==> config.mk <==
export PLATFORM = sky130hd
export DESIGN_NAME = mlf_top
export DESIGN_NICKNAME = d
export VERILOG_FILES = /design/src/logic/mlf_pkg.sv /design/src/logic/mlf_retry_timer.sv /design/src/logic/mlf_top.sv
export VERILOG_INCLUDE_DIRS = /design/src /design/src/logic
export SDC_FILE = /design/constraint.sdc
export NUM_CORES = 1
export LEC_CHECK = 0
export ABC_CLOCK_PERIOD_IN_PS = 5400
export BUFFER_PORTS_ARGS = -buffer_cell sky130_fd_sc_hd__buf_2
export CELL_PAD_IN_SITES_DETAIL_PLACEMENT = 1
export CELL_PAD_IN_SITES_GLOBAL_PLACEMENT = 2
export CORE_ASPECT_RATIO = 1.75
export CORE_MARGIN = 8
export CORE_UTILIZATION = 39
export DETAILED_ROUTE_END_ITERATION = 7
export PLACE_DENSITY_LB_ADDON = 0.3
export SETUP_SLACK_MARGIN = 0.15
export SYNTH_ARGS = -nofsm -noshare
export SYNTH_HDL_FRONTEND = slang
export SYNTH_SLANG_ARGS = --single-unit
==> constraint.sdc <==
create_clock -name core_clk -period 5.4 [get_ports core_clk]
set_input_delay 0.27 -clock core_clk [delete_from_list [all_inputs] [get_ports core_clk]]
set_output_delay 0.27 -clock core_clk [all_outputs]
set_load 0.01 [all_outputs]
==> src/logic/mlf_cfg.svh <==
// Purpose: Offsets, field positions, reset values and timing counts
// Assumes: 8-bit register index port, 32-bit data, 100 MHz core clock
// Notes:   Definitions only
`ifndef MLF_CFG_SVH
`define MLF_CFG_SVH

// ----------------------------------------
// Register indices
// ----------------------------------------
`define MLF_ADDR_SET_A     8'h90
`define MLF_ADDR_SET_B     8'h92
`define MLF_ADDR_IRQ_STAT  8'h94
`define MLF_ADDR_IRQ_MASK  8'h95
`define MLF_ADDR_CTRL      8'h96
`define MLF_ADDR_STATE     8'h97

// ----------------------------------------
// Reset values
// ----------------------------------------
`define MLF_SET_A_RESET    32'h00000000
`define MLF_SET_B_RESET    32'h00000000
`define MLF_MASK_RESET     5'h00

// ----------------------------------------
// Field positions, settings A
// ----------------------------------------
`define MLF_RETRY_MSB      10
`define MLF_RETRY_LSB      7
`define MLF_MODE_MSB       6
`define MLF_MODE_LSB       3
`define MLF_PROBE_TO_BIT   2
`define MLF_PROBE_RATE_BIT 1
`define MLF_SAT_BIT        0

// ----------------------------------------
// Field positions, settings B
// ----------------------------------------
`define MLF_OVS_BIT        30
`define MLF_BEMF_BIT       29
`define MLF_MISS_BIT       28
`define MLF_LIMIT_MSB      2
`define MLF_LIMIT_LSB      0

// ----------------------------------------
// Response codes
// ----------------------------------------
`define MLF_MODE_RETRY_LO  4'h4
`define MLF_MODE_REPORT    4'h8

// ----------------------------------------
// Interrupt bits, control bits
// ----------------------------------------
`define MLF_IRQ_LOCK       0
`define MLF_IRQ_RETRY      1
`define MLF_IRQ_PTO        2
`define MLF_IRQ_PRATE      3
`define MLF_IRQ_SAT        4
`define MLF_IRQ_W          5
`define MLF_CTRL_CLR_BIT   0

// ----------------------------------------
// Timing
// ----------------------------------------
`define MLF_CLK_PERIOD_NS  10
`define MLF_MS_NS          1000000
`define MLF_MS_CYCLES      (`MLF_MS_NS / `MLF_CLK_PERIOD_NS)
`define MLF_RETRY_SHORT_MS 100
`define MLF_RETRY_MID_MS   500
`define MLF_RETRY_STEP_MS  1000

`endif

==> src/logic/mlf_pkg.sv <==
// Purpose: Types shared by the lock fault response logic
// Assumes: Nothing
// Notes:   Constants live in mlf_cfg.svh
package mlf_pkg;

	typedef enum logic [2:0]
	{
		MLF_STG_NORMAL,
		MLF_STG_TRISTATE,
		MLF_STG_RECIRC,
		MLF_STG_HS_BRAKE,
		MLF_STG_LS_BRAKE
	} mlf_stage_e;

	typedef enum logic [1:0]
	{
		MLF_S_IDLE,
		MLF_S_RETRY_WAIT,
		MLF_S_LATCHED,
		MLF_S_REPORT
	} mlf_state_e;

endpackage

==> src/logic/mlf_retry_timer.sv <==
// Purpose: Lock retry interval timer, one done pulse per start that is not aborted
// Assumes: start and abort are single-cycle pulses from core_clk logic
// Notes:   Millisecond prescaler keeps the long intervals cheap
`timescale 1ns/1ns
`include "mlf_cfg.svh"

module mlf_retry_timer
	import mlf_pkg::*;
#(
	parameter int unsigned MS_CYCLES = `MLF_MS_CYCLES
)
(
	// Clock and reset
	input  wire logic       core_clk,
	input  wire logic       rst_b,
	// Control
	input  wire logic       start,
	input  wire logic       abort,
	input  wire logic [3:0] interval_code,
	// Result
	output logic            done
);

	logic        running;
	logic [31:0] pre_cnt;
	logic [13:0] ms_cnt;
	logic [13:0] target;
	wire         ms_tick  = (pre_cnt == 32'(MS_CYCLES - 1));
	wire         last_ms  = (ms_cnt == target - 14'h0001);

	// Interval in milliseconds per code
	function automatic logic [13:0] interval_ms(input logic [3:0] c);
		logic [13:0] v;
		v = 14'h0000;
		case (c)
			4'h0:    v = 14'(`MLF_RETRY_SHORT_MS);
			4'h1:    v = 14'(`MLF_RETRY_MID_MS);
			default: v = 14'((14'(c) - 14'h0001) * 14'(`MLF_RETRY_STEP_MS));
		endcase
		return v;
	endfunction

	always_ff @(posedge core_clk or negedge rst_b)
	begin
		if (!rst_b)
		begin
			running <= 1'b0;
			pre_cnt <= 32'h00000000;
			ms_cnt  <= 14'h0000;
			target  <= 14'h0000;
			done    <= 1'b0;
		end
		else
		begin
			done <= 1'b0;
			if (abort)
				running <= 1'b0;
			else if (start)
			begin
				running <= 1'b1;
				pre_cnt <= 32'h00000000;
				ms_cnt  <= 14'h0000;
				target  <= interval_ms(interval_code);
			end
			else if (running)
			begin
				pre_cnt <= ms_tick ? 32'h00000000 : pre_cnt + 32'h00000001;
				if (ms_tick && last_ms)
				begin
					running <= 1'b0;
					done    <= 1'b1;
				end
				else if (ms_tick)
					ms_cnt <= ms_cnt + 14'h0001;
			end
		end
	end

endmodule // mlf_retry_timer

==> src/logic/mlf_top.sv <==
// Purpose: Motor lock fault response, probe fault enables, loop flags
// Assumes: Detector and probe inputs come from core_clk logic
// Notes:   Register port answers every read one cycle later
//
// How it works
// - Retry interval field, 4 bits, reset 0: 100 ms, 500 ms, then 1 s steps.
// - Codes 0-3 latch fault, assert indicator, stage tristate/recirc/high/low.
// - Codes 4,5,7 auto-clear after interval, count; past limit latch that stage.
// - Code 6 auto-clears up to limit times with high-side brake, indicator on.
// - Code 8 only reports: indicator asserted, power stage untouched.
// - Codes 9-15 disable lock detection completely.
// - Enable bit, reset 0, makes probe timeout a fault.
// - Enable bit, reset 0, makes probe frequency error a fault.
// - Enable bit, reset 0, turns on loop saturation flags.
// - Second settings register at 0x92, resets to zero.
// - Three enables turn on overspeed, back-EMF and missing-motor detectors.
//
// The implementer's own choice: strobed register access.
`timescale 1ns/1ns
`include "mlf_cfg.svh"

module mlf_top
	import mlf_pkg::*;
#(
	parameter int unsigned MS_CYCLES = `MLF_MS_CYCLES
)
(
	// Clock and reset
	input  wire logic        core_clk,
	input  wire logic        rst_b,
	// Register port
	input  wire logic [7:0]  reg_addr,
	input  wire logic [31:0] reg_wdata,
	input  wire logic        reg_wr,
	input  wire logic        reg_rd,
	output logic      [31:0] reg_rdata,
	// Lock detectors
	input  wire logic        overspeed_detect,
	input  wire logic        low_backemf_detect,
	input  wire logic        missing_load_detect,
	// Rotor position probe events
	input  wire logic        probe_timeout_event,
	input  wire logic        probe_rate_event,
	// Control loop saturation
	input  wire logic        current_loop_sat,
	input  wire logic        speed_loop_sat,
	// Fault outputs
	output logic             fault_indicator_n,
	output mlf_stage_e       stage_sel,
	output logic             probe_fault,
	output logic             current_sat_flag,
	output logic             speed_sat_flag,
	// Interrupt
	output logic             irq
);

	// ----------------------------------------
	// Register storage
	// ----------------------------------------
	logic [31:0]          set_a;
	logic [31:0]          set_b;
	logic [`MLF_IRQ_W-1:0] irq_stat;
	logic [`MLF_IRQ_W-1:0] irq_mask;

	// ----------------------------------------
	// Control state
	// ----------------------------------------
	mlf_state_e           state;
	mlf_state_e           next_state;
	mlf_stage_e           next_stage;
	logic [2:0]           retry_cnt;
	logic [2:0]           next_retry;
	logic                 timer_start;
	logic                 timer_done;
	logic                 lock_ev;
	logic                 retry_ev;

	// ----------------------------------------
	// Address decode
	// ----------------------------------------
	wire sel_a     = (reg_addr == `MLF_ADDR_SET_A);
	wire sel_b     = (reg_addr == `MLF_ADDR_SET_B);
	wire sel_stat  = (reg_addr == `MLF_ADDR_IRQ_STAT);
	wire sel_mask  = (reg_addr == `MLF_ADDR_IRQ_MASK);
	wire sel_ctrl  = (reg_addr == `MLF_ADDR_CTRL);
	wire sel_state = (reg_addr == `MLF_ADDR_STATE);
	wire wr_a      = reg_wr && sel_a;
	wire wr_b      = reg_wr && sel_b;
	wire wr_stat   = reg_wr && sel_stat;
	wire wr_mask   = reg_wr && sel_mask;
	wire sw_clear  = reg_wr && sel_ctrl && reg_wdata[`MLF_CTRL_CLR_BIT];

	// ----------------------------------------
	// Field extraction
	// ----------------------------------------
	wire [3:0] retry_code  = set_a[`MLF_RETRY_MSB:`MLF_RETRY_LSB];
	wire [3:0] resp_mode   = set_a[`MLF_MODE_MSB:`MLF_MODE_LSB];
	wire       pto_on      = set_a[`MLF_PROBE_TO_BIT];
	wire       prate_on    = set_a[`MLF_PROBE_RATE_BIT];
	wire       sat_on      = set_a[`MLF_SAT_BIT];
	wire       ovs_on      = set_b[`MLF_OVS_BIT];
	wire       bemf_on     = set_b[`MLF_BEMF_BIT];
	wire       miss_on     = set_b[`MLF_MISS_BIT];
	wire [2:0] retry_limit = set_b[`MLF_LIMIT_MSB:`MLF_LIMIT_LSB];

	// ----------------------------------------
	// Lock qualification
	// ----------------------------------------
	wire any_lock = (ovs_on && overspeed_detect)
	             || (bemf_on && low_backemf_detect)
	             || (miss_on && missing_load_detect);
	// Codes above report-only ignore every detector
	wire det_on   = (resp_mode <= `MLF_MODE_REPORT);
	wire lock_hit = any_lock && det_on;
	wire is_latch = (resp_mode < `MLF_MODE_RETRY_LO);
	wire is_retry = !is_latch && (resp_mode < `MLF_MODE_REPORT);
	wire limit_hit = (retry_cnt >= retry_limit);

	// ----------------------------------------
	// Probe and saturation qualification
	// ----------------------------------------
	wire pto_ev   = pto_on && probe_timeout_event;
	wire prate_ev = prate_on && probe_rate_event;
	wire sat_ev   = sat_on && (current_loop_sat || speed_loop_sat);

	// Low two code bits pick the stage for both latch and retry codes
	function automatic mlf_stage_e mode_stage(input logic [3:0] m);
		mlf_stage_e s;
		s = MLF_STG_NORMAL;
		case (m[1:0])
			2'h0:    s = MLF_STG_TRISTATE;
			2'h1:    s = MLF_STG_RECIRC;
			2'h2:    s = MLF_STG_HS_BRAKE;
			default: s = MLF_STG_LS_BRAKE;
		endcase
		return s;
	endfunction

	// ----------------------------------------
	// Response state machine
	// ----------------------------------------
	always_comb
	begin
		next_state  = state;
		next_stage  = stage_sel;
		next_retry  = retry_cnt;
		timer_start = 1'b0;
		lock_ev     = 1'b0;
		retry_ev    = 1'b0;
		if (sw_clear)
		begin
			next_state = MLF_S_IDLE;
			next_stage = MLF_STG_NORMAL;
			next_retry = 3'h0;
		end
		else
		begin
			case (state)
				MLF_S_IDLE:
				begin
					if (lock_hit)
					begin
						lock_ev = 1'b1;
						if (is_latch)
						begin
							next_state = MLF_S_LATCHED;
							next_stage = mode_stage(resp_mode);
						end
						else if (is_retry && limit_hit)
						begin
							next_state = MLF_S_LATCHED;
							next_stage = mode_stage(resp_mode);
						end
						else if (is_retry)
						begin
							next_state  = MLF_S_RETRY_WAIT;
							next_stage  = mode_stage(resp_mode);
							timer_start = 1'b1;
						end
						else
						begin
							next_state = MLF_S_REPORT;
							next_stage = MLF_STG_NORMAL;
						end
					end
				end
				MLF_S_RETRY_WAIT:
				begin
					if (timer_done)
					begin
						next_state = MLF_S_IDLE;
						next_stage = MLF_STG_NORMAL;
						next_retry = retry_cnt + 3'h1;
						retry_ev   = 1'b1;
					end
				end
				MLF_S_LATCHED:
					next_state = MLF_S_LATCHED;
				MLF_S_REPORT:
					next_state = MLF_S_REPORT;
				default:
				begin
					next_state = MLF_S_IDLE;
					next_stage = MLF_STG_NORMAL;
				end
			endcase
		end
	end

	// ----------------------------------------
	// Retry interval timer
	// ----------------------------------------
	mlf_retry_timer #(
		.MS_CYCLES     (MS_CYCLES)
	) u_timer (
		.core_clk      (core_clk),
		.rst_b         (rst_b),
		.start         (timer_start),
		.abort         (sw_clear),
		.interval_code (retry_code),
		.done          (timer_done)
	);

	// ----------------------------------------
	// Event collection
	// ----------------------------------------
	wire [`MLF_IRQ_W-1:0] irq_set;
	wire [`MLF_IRQ_W-1:0] irq_w1c = wr_stat ? reg_wdata[`MLF_IRQ_W-1:0] : '0;
	assign irq_set[`MLF_IRQ_LOCK]  = lock_ev;
	assign irq_set[`MLF_IRQ_RETRY] = retry_ev;
	assign irq_set[`MLF_IRQ_PTO]   = pto_ev;
	assign irq_set[`MLF_IRQ_PRATE] = prate_ev;
	assign irq_set[`MLF_IRQ_SAT]   = sat_ev;
	// Set beats the write-one clear so no event is lost
	wire [`MLF_IRQ_W-1:0] next_stat = (irq_stat & ~irq_w1c) | irq_set;
	wire next_probe = (probe_fault && !sw_clear) || pto_ev || prate_ev;
	wire next_fault = (next_state != MLF_S_IDLE) || next_probe;

	// ----------------------------------------
	// Read mux
	// ----------------------------------------
	wire [31:0] state_word = {21'h000000, stage_sel, 1'b0, retry_cnt,
	                          !fault_indicator_n, probe_fault, state};
	wire [31:0] rd_mux = sel_a     ? set_a
	                   : sel_b     ? set_b
	                   : sel_stat  ? {27'h0000000, irq_stat}
	                   : sel_mask  ? {27'h0000000, irq_mask}
	                   : sel_state ? state_word
	                   : 32'h00000000;

	// ----------------------------------------
	// Settings registers
	// ----------------------------------------
	always_ff @(posedge core_clk or negedge rst_b)
	begin
		if (!rst_b)
		begin
			set_a <= `MLF_SET_A_RESET;
			set_b <= `MLF_SET_B_RESET;
		end
		else
		begin
			if (wr_a)
				set_a <= reg_wdata;
			if (wr_b)
				set_b <= reg_wdata;
		end
	end

	// ----------------------------------------
	// Interrupt registers
	// ----------------------------------------
	always_ff @(posedge core_clk or negedge rst_b)
	begin
		if (!rst_b)
		begin
			irq_stat <= '0;
			irq_mask <= `MLF_MASK_RESET;
			irq      <= 1'b0;
		end
		else
		begin
			irq_stat <= next_stat;
			if (wr_mask)
				irq_mask <= reg_wdata[`MLF_IRQ_W-1:0];
			irq <= |(next_stat & (wr_mask ? reg_wdata[`MLF_IRQ_W-1:0] : irq_mask));
		end
	end

	// ----------------------------------------
	// Response state and outputs
	// ----------------------------------------
	always_ff @(posedge core_clk or negedge rst_b)
	begin
		if (!rst_b)
		begin
			state             <= MLF_S_IDLE;
			stage_sel         <= MLF_STG_NORMAL;
			retry_cnt         <= 3'h0;
			fault_indicator_n <= 1'b1;
			probe_fault       <= 1'b0;
		end
		else
		begin
			state             <= next_state;
			stage_sel         <= next_stage;
			retry_cnt         <= next_retry;
			fault_indicator_n <= !next_fault;
			probe_fault       <= next_probe;
		end
	end

	// ----------------------------------------
	// Saturation flags and read data
	// ----------------------------------------
	always_ff @(posedge core_clk or negedge rst_b)
	begin
		if (!rst_b)
		begin
			current_sat_flag <= 1'b0;
			speed_sat_flag   <= 1'b0;
			reg_rdata        <= 32'h00000000;
		end
		else
		begin
			current_sat_flag <= sat_on && current_loop_sat;
			speed_sat_flag   <= sat_on && speed_loop_sat;
			reg_rdata        <= reg_rd ? rd_mux : 32'h00000000;
		end
	end

endmodule // mlf_top

==> impl_metrics.ini, run 1 <==
[sta]
setup_violations = 0
fin_crit_sh_pct = 90.1
slew_viol_final = 0
fmax_ghz = 0.206
layout_min_cycle_time_ns = 4.87
relSlewSlack_pct = 23.5
fin_setup_tns_ns = 0
tightest_slew_ns = 1.15
finalClockSkew_ns = 0.00966
hold_viol = 0
rsz0062_at_grt = false

[synthesis]
syn_area_um2 = 9300
synth_area_per_cell_um2 = 10.6
yosys-top-cells-count = 178 x dfrtp_1, 72 x nand2_1, 68 x nor2_1
synth-edff-count = 0
synth_area_leaders = dfrtp_1 48%, mux2_2 7.7%, ha_1 4.2%
synthArstFlopShare_pct = 100
yosysTopAreaCell = dfrtp_1
yosys_warnings = 0
yosysMostFrequentCell = dfrtp_1
ys_ff_latch = 179
syn_nets = 975
yosysSeqAreaShare_pct = 48.2
ys.flop_type = dfrtp_1
syn_inst = 881
synth_top_area_share_pct = 47.9
synth_cell_types = 64

[setup_path]
rrSetupSlack_ns = 0.53
required_ns = 5.73
slowest_stage = dfrtp_1
rr_worst_depth = 17
crit_path_max_incr_delay_ns = 0.50
cp_max_fo = 7
cp_num_buf_inv = 4
start_kind = flip-flop
path_cells = inv_1 > ha_1 > xnor2_1 > inv_1 > ha_1 > ha_1 > inv_1 > fa_1 > inv_1 > fa_1 > ha_1 > a21oi_1 > nor2b_1 > o21a_1 > o41a_1 > xnor2_1 > a22o_1
critPathArrivalTime_ns = 5.20
endpoint_kind = flip-flop
crit_family = adder cells
crit_type = reg -> reg
r2r-start = set_a[7]
timing.rr.end = u_timer.target[13]

[layout]
syn_to_final_growth_pct = 15.9
drive_gt1_share_pct = 21.6
fin_nets = 1060
multi_input_area_um2 = 4540
fin_cells = 1287
insertedDiodeCount = 0
fillerInstances = 2649
stdcell_area_um2 = 10800
regArea_um2 = 4480
final_util_pct = 45.4

[place]
io_buffers = 90
dp_hpwl_um = 17800
dp_cells = 1254
placed_cell_area_um2 = 10100
place.gp.congestion = 0.799

[floorplanning]
core_um2 = 23700
dieArea_um2 = 29200
die_w_um = 133
start_util_pct = 39.2
io_pins = 91
die_y_um = 220
row_count = 75

[route]
drtAntennaViolNets = 0
drc = 0
drt-total-wl_um = 24700
vias = 7014
vias_per_cell = 5.45
drt_iter0_markers = 190
dr.pass1.iters = 4
wl_per_cell_um = 19.2

[clocking]
cts-root-buf = clkbuf_16
insertion_delay_ns = 0.45
cts_buffer_depth = 2
postCtsSetupRepairBufs = 0
clk_pin_slew_worst_paths_ns = 0.07
htreeDepth = 4
cts.sinks = 179
numCtsBuffers = 17
cts_tree = yes

[pwr]
internal_power_mw = 2.49
swShare_pct = 26.5
switching_power_mw = 0.898
pwr-share-seq_pct = 44.5
p_leak_nw = 5.23
power_density_nw_per_um2 = 314
vdd_drop_max_mv = 0.281
combPwrFrac_pct = 13.0
pwr-share-clk_pct = 42.5

[grt]
first_global_vias = 7837
grt_max_degree = 80
grt_util_all_layers_pct = 17.8
grt_first_pass_wirelength_um = 41000
grt-ovfl-total = 0
antenna_found_initial = 0

[worst_hold_path]
hold_depth = 2
hold_class = in -> reg
min_to = current_sat_flag
hp-start = current_loop_sat

[flow_run]
cap_violations = 0

[run_status]
status = complete, no violations
worst max-delay path by stage:
| stage | cells past startpoint | slack [ns] | to | from |
|---|---|---|---|---|
| global route | 17 | 0.24 | u_timer.target[13] | set_a[7] |
| detailed placement | 17 | 0.55 | u_timer.target[13] | set_a[7] |
| CTS | 17 | 0.51 | u_timer.target[13] | set_a[7] |
| finish | 17 | 0.53 | u_timer.target[13] | set_a[7] |
| global placement | 17 | 0.77 | u_timer.target[13] | set_a[7] |
| floorplan | 18 | 0.65 | u_timer.target[13] | set_a[7] |
state kept, by name, indices dropped and copies added, names as in the netlist, 2 cells and up:
signal	flops
irq_mask	5
irq_stat	5
reg_rdata	32
retry_cnt	3
set_a	32
set_b	32
stage_sel	3
state	2
u_timer.ms_cnt	14
u_timer.pre_cnt	32
u_timer.target	12
through the flow:
stage | hold slack (ns) | power [mW] | setup WS [ns]
after global routing | 0.0494 | 3.53 | 0.241
final | 0.0524 | 3.38 | 0.535
after global placement | 0.369 | 1.96 | 0.768
after CTS | 0.0284 | 3.44 | 0.511
after detailed placement | 0.365 | 1.98 | 0.554
after floorplan | -0.0256 | 1.81 | 0.651
layer usage:
layer / vias to the layer above / routed length [um] / global-route usage, %
li1: 3286 / - / -
met2: 101 / 13800 / 33.9
met5: - / 0 / 0
met3: 35 / 819 / 3.68
met4: 0 / 616 / 7.65
met1: 3592 / 9480 / 18.3
logic make-up (layout without fill, tap and decap cells):
group	after synthesis	count (layout)	synth area share (%)
fa+ha+maj	43	43	6.75
xor+xnor	45	45	4.24
buf+inv	78	176	3.32
flops	179	179	48.2
compound gates	151	151	10.5
mux	94	94	11.0
simple gates	291	291	16.0
cell usage in the layout (no fill, tap or decap), drive strengths merged, types with 24 or more instances in the layout:
cell type    n
buf         98
xnor2       24
mux2        64
or3         27
ha          31
nand2       72
nand3       28
o21ai       48
mux2i       30
inv         49
nor2        68
a21oi       38
dfrtp      178
what timing repair did:
item	4_1_cts	5_1_grt
hold endpoints to repair	77	0
setup endpoints to repair	0	0
hold buffers	1	0
resized for setup	0	0
power groups by stage:
| stage | Sequential [mW] | Combinational [mW] | Clock [mW] |
|---|---|---|---|
| 2_1_floorplan | 1.51 | 0.300 | 0 |
| 3_3_place_gp | 1.53 | 0.430 | 0 |
| 3_5_place_dp | 1.53 | 0.445 | 0 |
| 4_1_cts | 1.51 | 0.451 | 1.48 |
| 5_1_grt | 1.52 | 0.503 | 1.51 |
| 6_report | 1.51 | 0.439 | 1.44 |
layout make-up:
type,count,area share [%]
sequential,179,41.5
tap,308,3.57
clock inverter,12,1.98
multi-input combinational,624,42.1
timing repair buffer,100,4.98
inverter,44,1.53
clock buffer,20,4.33
Note: power is estimated with default switching activity, not from simulation.
==> inputs of run 2 (changes only) <==
PLACE_DENSITY = 0.88   (was default)
PLACE_DENSITY_LB_ADDON = default   (was 0.3)
==> impl_metrics.ini, run 2 (synthesis results as in run 1) <==
[run_status]
status = complete, no violations

[layout]
layout_common_cells = 178 x dfrtp_1, 89 x buf_2, 72 x nand2_1, 68 x nor2_1, 64 x mux2_2
layout_commonest_cell = dfrtp_1
syn_to_final_growth_pct = 14.9
fin_nets = 1061
drive_gt1_share_pct = 21.5
stdcell_area_um2 = 10700
insertedDiodeCount = 0

[setup_path]
rrSetupSlack_ns = 0.57
timing.rr.end = u_timer.target[13]
rr_worst_depth = 17
critPathArrivalTime_ns = 5.16
required_ns = 5.74
endpoint_kind = flip-flop
r2r-start = set_a[7]
cp-startpoint = set_a[7]
start_kind = flip-flop
cp_max_fo = 7
crit_type = reg -> reg

[sta]
setup_violations = 0
fin_crit_sh_pct = 89.4
layout_min_cycle_time_ns = 4.83
rsz0062_at_grt = false
relSlewSlack_pct = 18.9
tightest_slew_ns = 1.22
hold_viol = 0
fin_setup_tns_ns = 0
finalClockSkew_ns = 0.0121
slew_viol_final = 0
fmax_ghz = 0.207

[clocking]
clk_pin_slew_worst_paths_ns = 0.07
cts-root-buf = clkbuf_16
cts.sinks = 179
cts_buffer_depth = 2
cts_tree = yes
htreeDepth = 4
numCtsBuffers = 17
insertion_delay_ns = 0.45

[route]
met2_length_um = 14300
vias_per_cell = 5.44
drt-total-wl_um = 25000
wl_per_cell_um = 19.4
drt_iter0_markers = 353
highest_layer = met4
drtAntennaViolNets = 0
met1Wirelength_um = 9330
vias = 7005
wl_met3_um = 686
dr.pass1.iters = 4
drc = 0

[grt]
grt_first_pass_wirelength_um = 41200
grt_max_degree = 106
first_global_vias = 7905
antenna_found_initial = 0
grt_util_all_layers_pct = 17.9
grt-ovfl-total = 0

[floorplanning]
die_y_um = 220
dieArea_um2 = 29200
row_count = 75
io_pins = 91
core_um2 = 23700
die_w_um = 133
start_util_pct = 39.2

[worst_hold_path]
hold_class = in -> reg
hold_depth = 2
min_to = current_sat_flag
hp-start = current_loop_sat

[pwr]
vdd_drop_max_mv = 0.270
p_leak_nw = 5.19
power_density_nw_per_um2 = 298

[flow_run]
cap_violations = 0

[place]
place.gp.congestion = 0.799
io_buffers = 90
placed_cell_area_um2 = 10100
dp_hpwl_um = 18200
-- run 2: per-layer routing --
| layer | GRT usage [%] | up-vias |
|---|---|---|
| met2 | 35.2 | 109 |
| li1 | - | 3283 |
| met4 | 7.87 | 0 |
| met3 | 3.59 | 38 |
| met5 | 0 | - |
| met1 | 17.5 | 3575 |
-- run 2: stage by stage --
stage	setup WS, ns	hold WS, ns	utilization (%)	power [mW]	instances
2_1_floorplan	0.651	-0.0256	-	1.81	881
3_3_place_gp	0.755	0.440	42.5	1.95	1255
3_5_place_dp	0.619	0.444	42.5	1.97	1255
4_1_cts	0.535	0.0285	45.0	3.22	1288
5_1_grt	0.281	0.0331	45.0	3.34	1288
6_report	0.575	0.0493	45.0	3.19	1288
-- run 2: final cells by class --
type,instances,area [um2]
sequential,179,4480
clock buffer,18,439
clock inverter,14,151
fill,2645,13100
inverter,44,165
multi-input combinational,624,4530
timing repair buffer,101,544
tap,308,385
-- run 2: power by group --
part	switching (mW)	leakage (nW)	total [mW]	internal (mW)
Combinational	0.250	2.51	0.440	0.190
Clock	0.613	0.287	1.24	0.632
Sequential	0.0794	2.40	1.50	1.42
Total	0.942	5.19	3.19	2.25
-- run 2: how the worst max path moves through the flow --
stage | to | slack [ns] | cells after the start
floorplan | u_timer.target[13] | 0.65 | 18
global route | u_timer.target[13] | 0.28 | 17
global placement | u_timer.target[13] | 0.76 | 17
CTS | u_timer.target[13] | 0.54 | 17
finish | u_timer.target[13] | 0.57 | 17
detailed placement | u_timer.target[13] | 0.62 | 17
-- run 2: repair_timing --
| item | in CTS | in global routing |
|---|---|---|
| endpoints found under the setup margin | 0 | 0 |
| resized for setup | 0 | 0 |
| setup buffers | 0 | 0 |
| endpoints found under the hold margin | 103 | 0 |
| hold buffers | 1 | 0 |
-- run 2: worst max-delay path: stages, from the launching register on --
cell	delay, ns
dfrtp_1	0.50
inv_1	0.15
ha_1	0.28
xnor2_1	0.37
inv_1	0.19
ha_1	0.34
ha_1	0.28
inv_1	0.05
fa_1	0.53
inv_1	0.08
fa_1	0.46
ha_1	0.35
a21oi_1	0.19
nor2b_1	0.09
o21a_1	0.20
o41a_1	0.33
xnor2_1	0.13
a22o_1	0.19
==> inputs of run 3 (changes only) <==
ABC_CLOCK_PERIOD_IN_PS = 5600   (was 5400)
CORE_UTILIZATION = 42   (was 39)
PLACE_DENSITY = 0.93   (was 0.88)
REMOVE_ABC_BUFFERS = 1   (was default)
clock period = 5.6 ns   (was 5.4 ns; I/O delays follow)
==> impl_metrics.ini, run 3 (synthesis results as in run 1) <==
[run_status]
status = finished with violations
violations = negative hold slack

[clocking]
cts_tree = yes
hold_buffers = 0
htreeDepth = 4
postCtsSetupRepairBufs = 0
clk_pin_slew_worst_paths_ns = 0.07
cts_buffer_depth = 2
insertion_delay_ns = 0.44
cts-root-buf = clkbuf_16
cts.sinks = 179
cts-resized-gates = 0
numCtsBuffers = 17

[pwr]
p_total_mw = 3.08
power_density_nw_per_um2 = 289
pwr-share-clk_pct = 38.6
p_leak_nw = 5.17
combPwrFrac_pct = 14.1
switching_power_mw = 0.872
swShare_pct = 28.3
vdd_drop_max_mv = 0.211
pwr-share-seq_pct = 47.3
internal_power_mw = 2.20

[floorplanning]
start_util_pct = 42.5
row_count = 72
core_um2 = 21900
io_pins = 91
die_y_um = 213
dieArea_um2 = 27400
die_w_um = 128

[worst_hold_path]
hold_class = in -> async

[setup_path]
endpoint_kind = flip-flop
cp-startpoint = set_a[7]
crit_top_cell = inv_1
path_cells = inv_1 > ha_1 > nand2_1 > buf_4 > inv_1 > ha_1 > inv_1 > fa_1 > inv_1 > fa_1 > inv_1 > fa_1 > inv_1 > ha_1 > nor2b_1 > o21a_1 > o41a_1 > xnor2_1 > a22o_1
slowest_stage = fa_1
critPathArrivalTime_ns = 5.27
rr_worst_depth = 19
required_ns = 5.93
crit_type = reg -> reg
start_kind = flip-flop
cp_max_fo = 12
crit_path_max_incr_delay_ns = 0.51
r2r-start = set_a[7]

[place]
placed_cell_area_um2 = 10100
dp_hpwl_um = 18100
dp_slack_ns = 0.604
place.gp.congestion = 0.821
io_buffers = 90

[sta]
slew_viol_final = 0
fmax_ghz = 0.202
fin_crit_sh_pct = 88.2
layout_min_cycle_time_ns = 4.94
fin_ws_ns = 0.659
tightest_slew_ns = 1.09
setup_violations = 0
rsz0062_at_grt = false
finalClockSkew_ns = 0.00934
hold_ws_ns = -0.0402
fin_setup_tns_ns = 0
hold_viol = 15
relSlewSlack_pct = 27.4

[route]
drc = 0
dr.pass1.iters = 4
vias_per_cell = 5.57
drt-total-wl_um = 25400
vias = 7105
drt_iter0_markers = 299
wl_per_cell_um = 19.9
drtAntennaViolNets = 0

[grt]
grt_first_pass_wirelength_um = 41700
grt-ovfl-total = 0
antenna_found_initial = 2
first_global_vias = 8008
grt_max_degree = 114
grt_util_all_layers_pct = 19.6

[layout]
layout_commonest_cell = dfrtp_1
drive_gt1_share_pct = 21.3
syn_to_final_growth_pct = 14.5
layout_common_cells = 178 x dfrtp_1, 89 x buf_2, 72 x nand2_1, 68 x nor2_1, 64 x mux2_2
stdcell_area_um2 = 10600
insertedDiodeCount = 0
fin_nets = 1060

[flow_run]
cap_violations = 0
==> run 3: cell type report <==
class	count	area [um2]
clock inverter	11	115
tap	296	370
multi-input combinational	624	4530
inverter	44	165
clock buffer	21	460
sequential	179	4480
fill	2407	11200
timing repair buffer	100	532
==> run 3: worst max-delay path: cells and delay by family, from the launching register on <==
| kind | cells | cell delay (ns) |
|---|---|---|
| AOI/OAI and AO/OA | 3 | 0.71 |
| DFF | 1 | 0.50 |
| adders and majority gates | 6 | 2.48 |
| xor gates and xnor gates | 1 | 0.13 |
| buffers and inverters | 7 | 0.78 |
| and+or+nand+nor | 2 | 0.24 |
==> run 3: final timing paths <==
path                                             to  slack, ns
min in group core_clk              current_sat_flag       0.07
worst min-delay path            u_timer.pre_cnt[20]      -0.04
max in group asynchronous                 set_a[15]       4.08
worst max register to register   u_timer.target[13]       0.66
worst max-delay path             u_timer.target[13]       0.66
worst min register to register            set_a[29]       0.51
==> run 3: power groups by stage <==
stage	combinational, mW	sequential (mW)	clock (mW)
floorplan	0.274	1.46	0
global placement	0.414	1.47	0
detailed placement	0.435	1.48	0
CTS	0.441	1.45	1.22
global route	0.491	1.47	1.26
finish	0.433	1.46	1.19
==> run 3: per-stage QoR <==
step | util [%] | std cells | hold WS (ns)
floorplan | - | 847 | -0.0156
global placement | 46.0 | 1243 | 0.480
detailed placement | 46.0 | 1243 | 0.495
CTS | 48.6 | 1275 | 0.0372
global route | 48.6 | 1275 | 0.0603
finish | 48.6 | 1275 | -0.0402
==> run 3: routing by layer <==
metal  part of all wire [%]  routed length, um  vias up  GRT usage [%]
li1                       -                  -     3282              -
met1                     37               9290     3637           19.9
met2                     56              14200      124           36.4
met3                    3.6                922       58           4.50
met4                    3.7                950        4           10.0
met5                   0.10                 26        -              0
